## config.mk

```make
export PLATFORM = sky130hd
export DESIGN_NAME = usb_bulk_endpoint_dma_ctrl
export DESIGN_NICKNAME = d
export VERILOG_FILES = /design/src/inc/usb_bulk_pkg.sv /design/src/hdl/byte_fifo.sv /design/src/hdl/usb_bulk_endpoint_dma_ctrl.sv
export SDC_FILE = /design/constraint.sdc
export NUM_CORES = 1
export LEC_CHECK = 0
export ABC_AREA = 0
export BUFFER_PORTS_ARGS = -buffer_cell sky130_fd_sc_hd__buf_4
export CORE_AREA = 2 2 148 150
export CTS_CLUSTER_SIZE = 16
export DETAILED_ROUTE_END_ITERATION = 7
export DIE_AREA = 0 0 150 152
export PLACE_DENSITY = 0.95
export RECOVER_POWER = 50
export SYNTH_ARGS = -nofsm -noshare
export SYNTH_HDL_FRONTEND = slang
export SYNTH_SLANG_ARGS = --single-unit
```

## constraint.sdc

```tcl
create_clock -name clk -period 7.4 [get_ports clk]
set_clock_uncertainty 0.1 [all_clocks]
set_input_delay 1.11 -clock clk [delete_from_list [all_inputs] [get_ports clk]]
set_output_delay 1.11 -clock clk [all_outputs]
set_load 0.02 [all_outputs]
```

## src/inc/usb_bulk_pkg.sv

```systemverilog
`default_nettype none
package usb_bulk_pkg;

    // data path shape
    localparam int BYTE_W     = 8;
    localparam int FIFO_DEPTH = 8;
    localparam int FIFO_AW    = 3;
    localparam int CNT_W      = 16;

    // max-packet field layout: multiplier-minus-one above, size below
    localparam int MAXP_MSB = 10;
    localparam int MULT_LSB = 11;
    localparam int MULT_MSB = 15;

    // early de-assert window in bytes
    localparam logic [CNT_W-1:0] EARLY_BYTES = 16'h0010;

    // reset values
    localparam logic [CNT_W-1:0] CNT_RESET  = 16'h0000;
    localparam logic             FLAG_RESET = 1'h0;
    localparam logic             IRQ_N_IDLE = 1'h1;

    // out endpoint control bits and max packet field
    typedef struct packed {
        logic        auto_ready_clear;
        logic        dma_request_enable;
        logic        dma_request_mode;
        logic        early_deassert;
        logic        combine_enable;
        logic        request_stall;
        logic [15:0] max_packet;
    } out_cfg_type;

    // in endpoint control bits and max packet size
    typedef struct packed {
        logic        auto_ready_set;
        logic        dma_request_enable;
        logic        early_deassert;
        logic [10:0] max_packet;
    } in_cfg_type;

    // one-cycle answers sent back toward the link
    typedef struct packed {
        logic ack;
        logic nak;
        logic stall;
    } handshake_type;

endpackage : usb_bulk_pkg
`default_nettype wire

```

## src/hdl/byte_fifo.sv

```systemverilog
`timescale 1ns/1ps
`default_nettype none
// depth must be a power of two so the pointers wrap by themselves
module byte_fifo
#(
    parameter int WIDTH = 8,
    parameter int DEPTH = 8,
    parameter int AW    = 3
)
(
    input  wire logic             clk,
    input  wire logic             rst_b,
    input  wire logic             flush,
    input  wire logic             in_valid,
    output logic                  in_ready,
    input  wire logic [WIDTH-1:0] in_data,
    output logic                  out_valid,
    input  wire logic             out_ready,
    output logic      [WIDTH-1:0] out_data
);
    localparam logic [AW:0] FULL_COUNT = (AW+1)'(DEPTH);

    logic [WIDTH-1:0] mem_reg [DEPTH];
    logic [AW-1:0]    wr_ptr_reg;
    logic [AW-1:0]    rd_ptr_reg;
    logic [AW:0]      count_reg;
    wire              push = in_valid & in_ready;
    wire              pop  = out_valid & out_ready;

    // honest flags straight from the occupancy count
    assign in_ready  = count_reg != FULL_COUNT;
    assign out_valid = count_reg != '0;
    assign out_data  = mem_reg[rd_ptr_reg];

    // storage, one flop row per entry
    for (genvar i = 0; i < DEPTH; i++)
    begin : g_entry
        always_ff @(posedge clk)
        begin
            if (push && wr_ptr_reg == AW'(i))
                mem_reg[i] <= in_data;
        end
    end

    // pointers and count; flush empties without touching storage
    always_ff @(posedge clk or negedge rst_b)
    begin
        if (!rst_b)
        begin
            wr_ptr_reg <= '0;
            rd_ptr_reg <= '0;
            count_reg  <= '0;
        end
        else if (flush)
        begin
            wr_ptr_reg <= '0;
            rd_ptr_reg <= '0;
            count_reg  <= '0;
        end
        else
        begin
            wr_ptr_reg <= wr_ptr_reg + AW'(push);
            rd_ptr_reg <= rd_ptr_reg + AW'(pop);
            count_reg  <= count_reg + (AW+1)'(push) - (AW+1)'(pop);
        end
    end

endmodule : byte_fifo
`default_nettype wire

```

## src/hdl/usb_bulk_endpoint_dma_ctrl.sv

```systemverilog
`timescale 1ns/1ps
`default_nettype none
module usb_bulk_endpoint_dma_ctrl
    import usb_bulk_pkg::*;
(
    input  wire logic              clk,
    input  wire logic              rst_b,
    input  wire logic [BYTE_W-1:0] rx_data,
    input  wire logic              rx_valid,
    output logic                   rx_ready,
    input  wire logic              rx_end,
    output handshake_type          handshake,
    output logic                   data_toggle,
    input  wire out_cfg_type       out_cfg,
    input  wire logic              clear_ready,
    input  wire logic              clear_stall_sent,
    input  wire logic              reset_data_toggle,
    input  wire logic              fifo_flush,
    output logic                   out_packet_ready,
    output logic                   stall_sent_flag,
    output logic [CNT_W-1:0]       out_byte_count_reg,
    output logic                   out_irq,
    output logic [BYTE_W-1:0]      rd_data,
    output logic                   rd_valid,
    input  wire logic              rd_ready,
    output logic                   out_dma_req,
    input  wire in_cfg_type        in_cfg,
    input  wire logic              in_fifo_room,
    input  wire logic              in_load,
    input  wire logic              in_ready_set,
    input  wire logic              in_packet_sent,
    output logic                   in_packet_ready,
    output logic                   in_dma_req,
    input  wire logic              dma_start,
    input  wire logic [CNT_W-1:0]  dma_total_len,
    input  wire logic              dma_irq_ack,
    output logic                   dma_done_irq_n
);
    logic             fifo_in_ready;
    logic             in_pkt_reg;
    logic             drop_reg;
    logic [CNT_W-1:0] pkt_cnt_reg;
    logic [CNT_W-1:0] acc_reg;
    logic             full_reg;
    logic [CNT_W-1:0] unload_cnt_reg;
    logic [CNT_W-1:0] in_cnt_reg;
    logic             dma_busy_reg;
    logic [CNT_W-1:0] dma_cnt_reg;
    handshake_type    hs_next;

    // sizes derived from the max packet field
    wire [CNT_W-1:0] maxp      = {5'h00, out_cfg.max_packet[MAXP_MSB:0]};
    wire [CNT_W-1:0] mult      = {11'h000, out_cfg.max_packet[MULT_MSB:MULT_LSB]} + 16'h0001;
    wire [CNT_W-1:0] target    = 16'(maxp * mult);
    wire [CNT_W-1:0] in_maxp   = {5'h00, in_cfg.max_packet};

    // drop decision frozen at packet start so a clear mid-packet cannot split it
    wire drop_now  = in_pkt_reg ? drop_reg : (out_cfg.request_stall | out_packet_ready);
    wire push      = rx_valid & ~drop_now;
    wire byte_in   = push & fifo_in_ready;
    assign rx_ready = drop_now | fifo_in_ready;

    // end-of-packet decode
    wire             good_end  = rx_end & ~drop_now;
    wire [CNT_W-1:0] acc_total = acc_reg + pkt_cnt_reg;
    wire             full_pkt  = pkt_cnt_reg == maxp;
    wire             more      = out_cfg.combine_enable & full_pkt & (acc_total < target);
    wire             ready_set = good_end & ~more;
    wire             stall_end = rx_end & drop_now & out_cfg.request_stall;
    wire [CNT_W-1:0] full_size = out_cfg.combine_enable ? target : maxp;

    // unload side: a read counts toward the held packet only while out_packet_ready is set
    wire             rd_fire   = rd_valid & rd_ready;
    wire [CNT_W-1:0] remaining = out_byte_count_reg - unload_cnt_reg;
    wire auto_clr  = out_cfg.auto_ready_clear & full_reg & out_packet_ready & rd_fire
                   & (unload_cnt_reg + 16'h0001 == out_byte_count_reg);
    wire ready_clr = clear_ready | fifo_flush | auto_clr;

    // out request: mode one only for full packets; mode zero also for a held short packet
    wire out_req_next = out_cfg.dma_request_enable & out_packet_ready
                      & (~out_cfg.dma_request_mode | full_reg)
                      & (remaining != CNT_RESET)
                      & ~(out_cfg.early_deassert & remaining <= EARLY_BYTES);

    // in side: auto-set on the byte that completes a max packet
    wire auto_hit = in_cfg.auto_ready_set & in_load
                  & (in_cnt_reg + 16'h0001 == in_maxp);
    wire in_set   = in_ready_set | auto_hit;
    wire [CNT_W-1:0] in_left = in_maxp - in_cnt_reg;
    wire in_req_next = in_cfg.dma_request_enable & in_fifo_room & ~in_packet_ready
                     & (in_cnt_reg < in_maxp)
                     & ~(in_cfg.early_deassert & in_left <= EARLY_BYTES);

    // transfer completion counter for the active-low done line
    wire beat      = dma_busy_reg & (in_load | rd_fire);
    wire beat_last = beat & (dma_cnt_reg + 16'h0001 == dma_total_len);

    assign hs_next.ack   = good_end;
    assign hs_next.nak   = rx_end & drop_now & ~out_cfg.request_stall;
    assign hs_next.stall = stall_end;

    // small buffer between link and unload port; full stalls the link
    byte_fifo #(
        .WIDTH (BYTE_W),
        .DEPTH (FIFO_DEPTH),
        .AW    (FIFO_AW)
    ) u_fifo (
        .clk       (clk),
        .rst_b     (rst_b),
        .flush     (fifo_flush),
        .in_valid  (push),
        .in_ready  (fifo_in_ready),
        .in_data   (rx_data),
        .out_valid (rd_valid),
        .out_ready (rd_ready),
        .out_data  (rd_data)
    );

    // receive tracking and handshakes
    always_ff @(posedge clk or negedge rst_b)
    begin
        if (!rst_b)
        begin
            in_pkt_reg  <= FLAG_RESET;
            drop_reg    <= FLAG_RESET;
            pkt_cnt_reg <= CNT_RESET;
            acc_reg     <= CNT_RESET;
            handshake   <= '0;
            out_irq     <= FLAG_RESET;
            data_toggle <= FLAG_RESET;
        end
        else
        begin
            in_pkt_reg  <= rx_end ? 1'h0 : (in_pkt_reg | rx_valid);
            drop_reg    <= drop_now;
            pkt_cnt_reg <= rx_end ? CNT_RESET : pkt_cnt_reg + 16'(byte_in);
            acc_reg     <= (fifo_flush | ready_set) ? CNT_RESET : (more ? acc_total : acc_reg);
            handshake   <= hs_next;
            out_irq     <= ready_set | stall_end;
            data_toggle <= reset_data_toggle ? 1'h0 : (data_toggle ^ good_end);
        end
    end

    // packet-ready, size, stall flag; a set wins over a same-cycle clear
    always_ff @(posedge clk or negedge rst_b)
    begin
        if (!rst_b)
        begin
            out_packet_ready   <= FLAG_RESET;
            out_byte_count_reg <= CNT_RESET;
            full_reg           <= FLAG_RESET;
            stall_sent_flag    <= FLAG_RESET;
            unload_cnt_reg     <= CNT_RESET;
        end
        else
        begin
            out_packet_ready   <= ready_set | (out_packet_ready & ~ready_clr);
            out_byte_count_reg <= ready_set ? acc_total : out_byte_count_reg;
            full_reg           <= ready_set ? (acc_total == full_size) : full_reg;
            stall_sent_flag    <= stall_end | (stall_sent_flag & ~clear_stall_sent);
            unload_cnt_reg     <= (ready_set | ready_clr) ? CNT_RESET
                                : unload_cnt_reg + 16'(rd_fire & out_packet_ready);
        end
    end

    // in endpoint counters and registered request lines
    always_ff @(posedge clk or negedge rst_b)
    begin
        if (!rst_b)
        begin
            in_cnt_reg      <= CNT_RESET;
            in_packet_ready <= FLAG_RESET;
            in_dma_req      <= FLAG_RESET;
            out_dma_req     <= FLAG_RESET;
        end
        else
        begin
            in_cnt_reg      <= in_set ? CNT_RESET : in_cnt_reg + 16'(in_load);
            in_packet_ready <= in_set | (in_packet_ready & ~in_packet_sent);
            in_dma_req      <= in_req_next;
            out_dma_req     <= out_req_next;
        end
    end

    // completion tracking; start or ack releases the interrupt
    always_ff @(posedge clk or negedge rst_b)
    begin
        if (!rst_b)
        begin
            dma_busy_reg   <= FLAG_RESET;
            dma_cnt_reg    <= CNT_RESET;
            dma_done_irq_n <= IRQ_N_IDLE;
        end
        else
        begin
            dma_busy_reg   <= dma_start | (dma_busy_reg & ~beat_last);
            dma_cnt_reg    <= dma_start ? CNT_RESET : dma_cnt_reg + 16'(beat);
            dma_done_irq_n <= ~beat_last & (dma_start | dma_irq_ack | dma_done_irq_n);
        end
    end
endmodule : usb_bulk_endpoint_dma_ctrl
`default_nettype wire

```

# After elaboration in Yosys (flattened, before gate mapping)
# Memories as Yosys holds them, arrays and structs flattened.
# Index checks and enable logic that the tools add are counted.
op_classes:
  shifts: 0
  n_addsub: 15
  n_eq_ne: 13
  mul: 1
  mux: 50
  bitwise: 63
  n_div: 0
  order_cmp: 4
  n_reduce_logical: 19
ops:
  columns: ["operator", "count"]
  rows:
  - ["2-to-1 mux 16 bit", 7]
  - ["adder 16 x 1 -> 16 bit", 4]
  - ["2-to-1 mux 8 bit", 7]
  - ["OR reduction 8 bit", 7]
  - ["adder 16 x 1 -> 16 bit, second input constant", 3]
  - ["== test 16 bit", 3]
  - ["AND 1 bit", 34]
  - ["== test 16 x 11 -> 1 bit", 2]
  - ["less-or-equal comparator 16 x 5 -> 1 bit, second input constant", 2]
  - ["2-to-1 mux 3 bit", 9]
  - ["2-to-1 mux 1 bit", 26]
  - ["OR 1 bit", 17]
  - ["adder 16 bit", 1]
  - ["less-than comparator 16 x 11 -> 1 bit", 1]
  - ["less-than comparator 16 bit", 1]
  - ["multiplier 11 x 6 -> 16 bit", 1]
  - ["nonzero test 16 bit", 1]
  - ["subtractor 11 x 16 -> 16 bit", 1]
  - ["subtractor 16 bit", 1]
  - ["== test 3 bit, second input constant", 4]
  - ["NOT 1 bit", 11]
  - ["logical AND 1 bit", 8]
  - ["adder 3 x 1 -> 3 bit", 2]
  - ["adder 5 x 1 -> 6 bit, second input constant", 1]
  - ["10 further kinds", 11]
word_totals:
  word_cells: 190
  reg_bits: 121
  n_memories: 1
  rom_bits: 0
  ramBits: 64
  latchBits: 0
mem_list:
  columns: ["name", "depth", "width", "read_ports", "rd_ports_with_merged_regs", "write_ports", "line_no", "source"]
  rows:
  - ["u_fifo.mem_reg", 8, 8, 1, 0, 1, "byte_fifo.sv:23", "logic [WIDTH-1:0] mem_reg [DEPTH];"]

# Depth between registers and ports, before layout
depth:
  depth_word: 16
  mapped_depth: 28

# Hierarchy
# From an unflattened synthesis, not the netlist that was laid out.
unflattened:
  hier_cells: 1416
  hier_area_um2: 14014.7
by_module_without_submodules:
  columns: ["module", "seq_area_each_um2", "instances", "cells_per_inst", "area_each_um2"]
  rows:
  - ["usb_bulk_endpoint_dma_ctrl", 2778.9, 1, 1259, 10915.5]
  - ["byte_fifo", 2172.1, 1, 157, 3099.2]

# Worst setup path after synthesis
# Ideal clock, no wire load.
synth_timing:
  path_kind: "input port to flip-flop"
  from: "input out_cfg[11] in the netlist's numbering"
  to: "register acc_reg[5]"
  path_stages: 23
  path_slack_ns: 0.705
  arrival_time_ns: 6.459
  n_path_buf: 2
  path_cell_list: "ha_1 -> nand3_1 -> xor2_1 -> clkbuf_1 -> nor2b_1 -> fa_1 -> fa_1 -> inv_1 -> fa_1 -> inv_1 -> ha_1 -> or3_1 -> a41o_1 -> a21o_1 -> xor2_1 -> inv_1 -> ha_1 -> o2111ai_1 -> o21a_1 -> o21ai_2 -> buf_2 -> mux2i_1 -> nor3_1"
synth_between:
  elab_chain_len: 8
  word_cells_on_any_way: 9
synth_rtl:
  columns: ["item", "line_no", "source"]
  rows:
  - ["start, declared", "usb_bulk_endpoint_dma_ctrl.sv:14", "input wire out_cfg_type out_cfg,"]
  - ["adder 5 x 1 -> 6 bit (*)", "usb_bulk_endpoint_dma_ctrl.sv:53", "wire [CNT_W-1:0] mult = {11'h000, out_cfg.max_packet[MULT_MSB:MULT_LSB]} + 16'h0001;"]
  - ["multiplier 11 x 6 -> 16 bit (*)", "usb_bulk_endpoint_dma_ctrl.sv:54", "wire [CNT_W-1:0] target = 16'(maxp * mult);"]
  - ["less-than comparator 16 bit (*)", "usb_bulk_endpoint_dma_ctrl.sv:67", "wire more = out_cfg.combine_enable & full_pkt & (acc_total < target);"]
  - ["AND 1 bit (*)", "usb_bulk_endpoint_dma_ctrl.sv:67", null]
  - ["NOT 1 bit", "usb_bulk_endpoint_dma_ctrl.sv:68", "wire ready_set = good_end & ~more;"]
  - ["AND 1 bit", "usb_bulk_endpoint_dma_ctrl.sv:68", null]
  - ["OR 1 bit", "usb_bulk_endpoint_dma_ctrl.sv:137", "acc_reg <= (fifo_flush | ready_set) ? CNT_RESET : (more ? acc_total : acc_reg);"]
  - ["2-to-1 mux 16 bit / nonzero test 2 bit (equally long branches)", null, null]
  - ["end signal, assigned", "usb_bulk_endpoint_dma_ctrl.sv:137", null]
  - ["end, declared", "usb_bulk_endpoint_dma_ctrl.sv:43", "logic [CNT_W-1:0] acc_reg;"]
# Mark *: on every way between the ends. The rest lies on a longest branch, timed or not.
# A chain may end at the register's enable or synchronous reset.

# Worst setup path after layout
layout_timing:
  from: "input out_cfg[11] in the netlist's numbering"
  to: "register acc_reg[3]"
# Same word-level chain as after synthesis.

==> reports/results.ini <==
[outcome]
status = finished, violations left
violations = max-capacitance violations, max-slew violations

[clocking]
path_clk_slew_ps = 80
clock-sinks = 185
htreeDepth = 4
cts_made_buffers = 17
cts-root-buf = clkbuf_16
clk_path_buf_depth = 2
cts_hold_buf = 0
insertion_delay_ps = 440
cts_tree = built

[yosys]
synth.top_cell.area_share = 0.2178
netlist_instances = 1427
ys_warn_count = 0
synth_area_leaders = dfrtp_1 22%, edfxtp_1 14%, ha_1 9.3%, xnor2_1 6.4%, fa_1 5.5%
syn_nets = 1642
ys_types = 72
synth-edff-count = 64
seq_area_frac_synth = 0.3591
ys_ff_latch = 185
synth_ff_type = dfrtp_1
synthArstFlopShare = 0.6541
syn_area_um2 = 13790
avgSynthCellArea_um2 = 9.662
yosys.area.top_type = dfrtp_1

[detailed_routing]
route.vias.total = 11200
drtAntennaViolNets = 0
first_pass_iters = 5
drc = 0
wire_per_inst_um = 18.35
wl_mm = 33.35
drt_iter0_drc = 737
via_per_inst = 6.164

[final_layout]
synthToLayoutAreaGrowth_pct = 11.07
n_antenna_cell = 0
stdcell_count = 1817
nNetsFinal = 1739
finish.instance_area_um2 = 15310
fillerInstances = 1515
drive_above_1_share = 0.09889
largest_register_ffs = 64

[critical_path]
path_max_fanout = 16
start_kind = input port
critical_path.slowest_cell = o21ai_2
max_stage_delay_ps = 860
endpoint_kind = flip-flop
worstPathArrival_ps = 7240
worstPathCellList = buf_4 > ha_1 > nand3_1 > xor2_1 > buf_4 > nor2b_1 > fa_1 > fa_1 > inv_1 > fa_1 > inv_1 > ha_1 > or3_1 > a41o_1 > a21o_1 > xor2_1 > inv_1 > ha_1 > o2111ai_1 > o21a_1 > o21ai_2 > mux2i_1 > nor3_1
cp.required_ps = 7640
worstSetupPathType = input port to flip-flop

[floorplanning]
start_util = 0.6457
die_area_um2 = 22800
rows = 54
ioPinCount = 112
die_width_um = 150
die_h_um = 152
core_area_um2 = 21350

[global_routing]
top_usage_layer = met2
grt_pass1_vias = 11330
met1_usage = 0.3809
grt-ovfl-total = 0
grt_use_met2 = 0.5201
grt_pass1_wl_mm = 55.44
grt_max_degree = 79
antenna_found_initial = 0
grt.total_usage = 0.3028
use_met3 = 0.04895

[sta]
relSlewSlack = -0.6430
fin_crit_sh = 0.9448
period_needed_ps = 6991
setup_ws_ps = 408.6
report.final.slew_viol_count = 124
tightest_slew_ps = 2464
setup-tns-final_ps = 0
fmax_mhz = 143.0
hold_viol_final = 0
rsz0062_at_grt = false
finalSetupViolCount = 0

[flow_run]
drv_cap = 2

[power_and_ir_drop]
powerDensity_nw_per_um2 = 205.1
total_leakage_power_nw = 6.853
ir_drop_v = 0.0001686

[place]
post-dp-hpwl_mm = 24.78
dp.cells = 1785
portBuffers = 111
gp_congestion = 0.9415
place_area_um2 = 14840
dp_slack_ps = 4.250

[hold_path]
min_path_type = flip-flop to flip-flop

## through the flow
step           hold WS (ps)  total power (W)  utilization
6_report              406.1         0.003140       0.7172
5_1_grt               452.3         0.003321       0.7172
4_1_cts               400.5         0.003157       0.7237
3_5_place_dp          382.3         0.002229       0.6951
3_3_place_gp          364.4         0.002174       0.6951
2_1_floorplan         349.8         0.001933            -
## Yosys cell counts (10+ instances only)
| master | number |
|---|---|
| a21o_1 | 24 |
| a21oi_1 | 52 |
| a31oi_1 | 12 |
| and2_1 | 33 |
| and3_1 | 23 |
| clkbuf_1 | 28 |
| dfrtp_1 | 120 |
| edfxtp_1 | 64 |
| fa_1 | 38 |
| ha_1 | 102 |
| inv_1 | 112 |
| mux2i_1 | 25 |
| mux4_2 | 16 |
| nand2_1 | 114 |
| nand2b_1 | 10 |
| nand3_1 | 60 |
| nand4_1 | 17 |
| nor2_1 | 123 |
| nor2b_1 | 40 |
| nor3_1 | 41 |
| nor4_1 | 11 |
| o21a_1 | 14 |
| o21ai_0 | 41 |
| or3_1 | 10 |
| xnor2_1 | 101 |
| xor2_1 | 71 |
## routing by layer
layer,share of wire,vias to the layer above
met1,0.39,5452
li1,-,5185
met3,0.069,90
met2,0.51,473
met4,0.029,0
met5,0,-
## worst max-delay path, delay by kind of cell
kind / cells / cell delay (ps)
buffers and inverters: 5 / 570
AND/OR/NAND/NOR: 4 / 860
XOR/XNOR: 2 / 400
AO/OA/AOI/OAI: 5 / 1640
adder cells (fa/ha/maj): 6 / 2420
multiplexers: 1 / 220
## cells in the final DEF, fill, tap and decap left out, types with 6 or more instances in the layout
cell,netlist,final
a31oi_1,12,12
or3_1,10,10
nor4_1,11,11
xnor2_1,101,101
edfxtp_1,64,64
o21a_1,14,14
buf_4,3,81
a21oi_1,52,52
mux4_2,16,16
a21o_1,24,24
xor2_1,71,71
mux2i_1,25,25
and3_1,23,23
o211ai_1,8,8
mux2_2,8,8
dfrtp_1,120,120
ha_1,102,102
nand2_1,114,114
inv_1,112,112
clkinv_8,0,6
nor2_1,123,123
nand3_1,60,60
a2111oi_0,6,6
o21bai_1,8,8
nand2b_1,10,10
nand4_1,17,17
a211oi_1,8,8
fa_1,38,38
clkbuf_1,28,38
nor3_1,41,41
nor2b_1,40,40
o21ai_0,41,41
and2_1,33,32
clkbuf_16,0,17
## layout make-up
cell class	instances	area, um2	area share
Clock buffer	17	425.4	0.02778
Clock inverter	15	186.4	0.01217
Inverter	112	420.4	0.02745
Multi-Input combinational cell	1088	8224	0.5371
Sequential cell	185	4951	0.3233
Tap cell	280	350.3	0.02288
Timing Repair Buffer	120	755.7	0.04935
## power breakdown
group	switching, W	internal (W)
Sequential	0.0000607	0.00110
Combinational	0.000585	0.000476
Clock	0.000460	0.000461
## timing repair
| action | in CTS | in global routing |
|---|---|---|
| setup endpoints to repair | 0 | 1 |
| setup buffers | 0 | 0 |
| resized for setup | 0 | 1 |
## logic make-up after synthesis
family | synth area share
compound gates | 0.1020
xor+xnor | 0.1093
fa+ha+maj | 0.1485
buf+inv | 0.04483
flops | 0.3591
mux | 0.05082
simple gates | 0.1855
## path summary, 6_finish.rpt
| path | start | endpoint | slack, ps | depth (start not counted) |
|---|---|---|---|---|
| min in group asynchronous | rst_b | dma_cnt_reg[14] | 1320 | 1 |
| max in group asynchronous | rst_b | acc_reg[1] | 2970 | 2 |
| setup / recovery | out_cfg[11] | acc_reg[3] | 410 | 23 |
| hold reg to reg | dma_busy_reg | dma_busy_reg | 410 | 1 |
| hold / removal | dma_busy_reg | dma_busy_reg | 410 | 1 |
| setup reg to reg | pkt_cnt_reg[0] | acc_reg[3] | 2630 | 15 |
No activity file was read; power rests on OpenSTA's default activity.
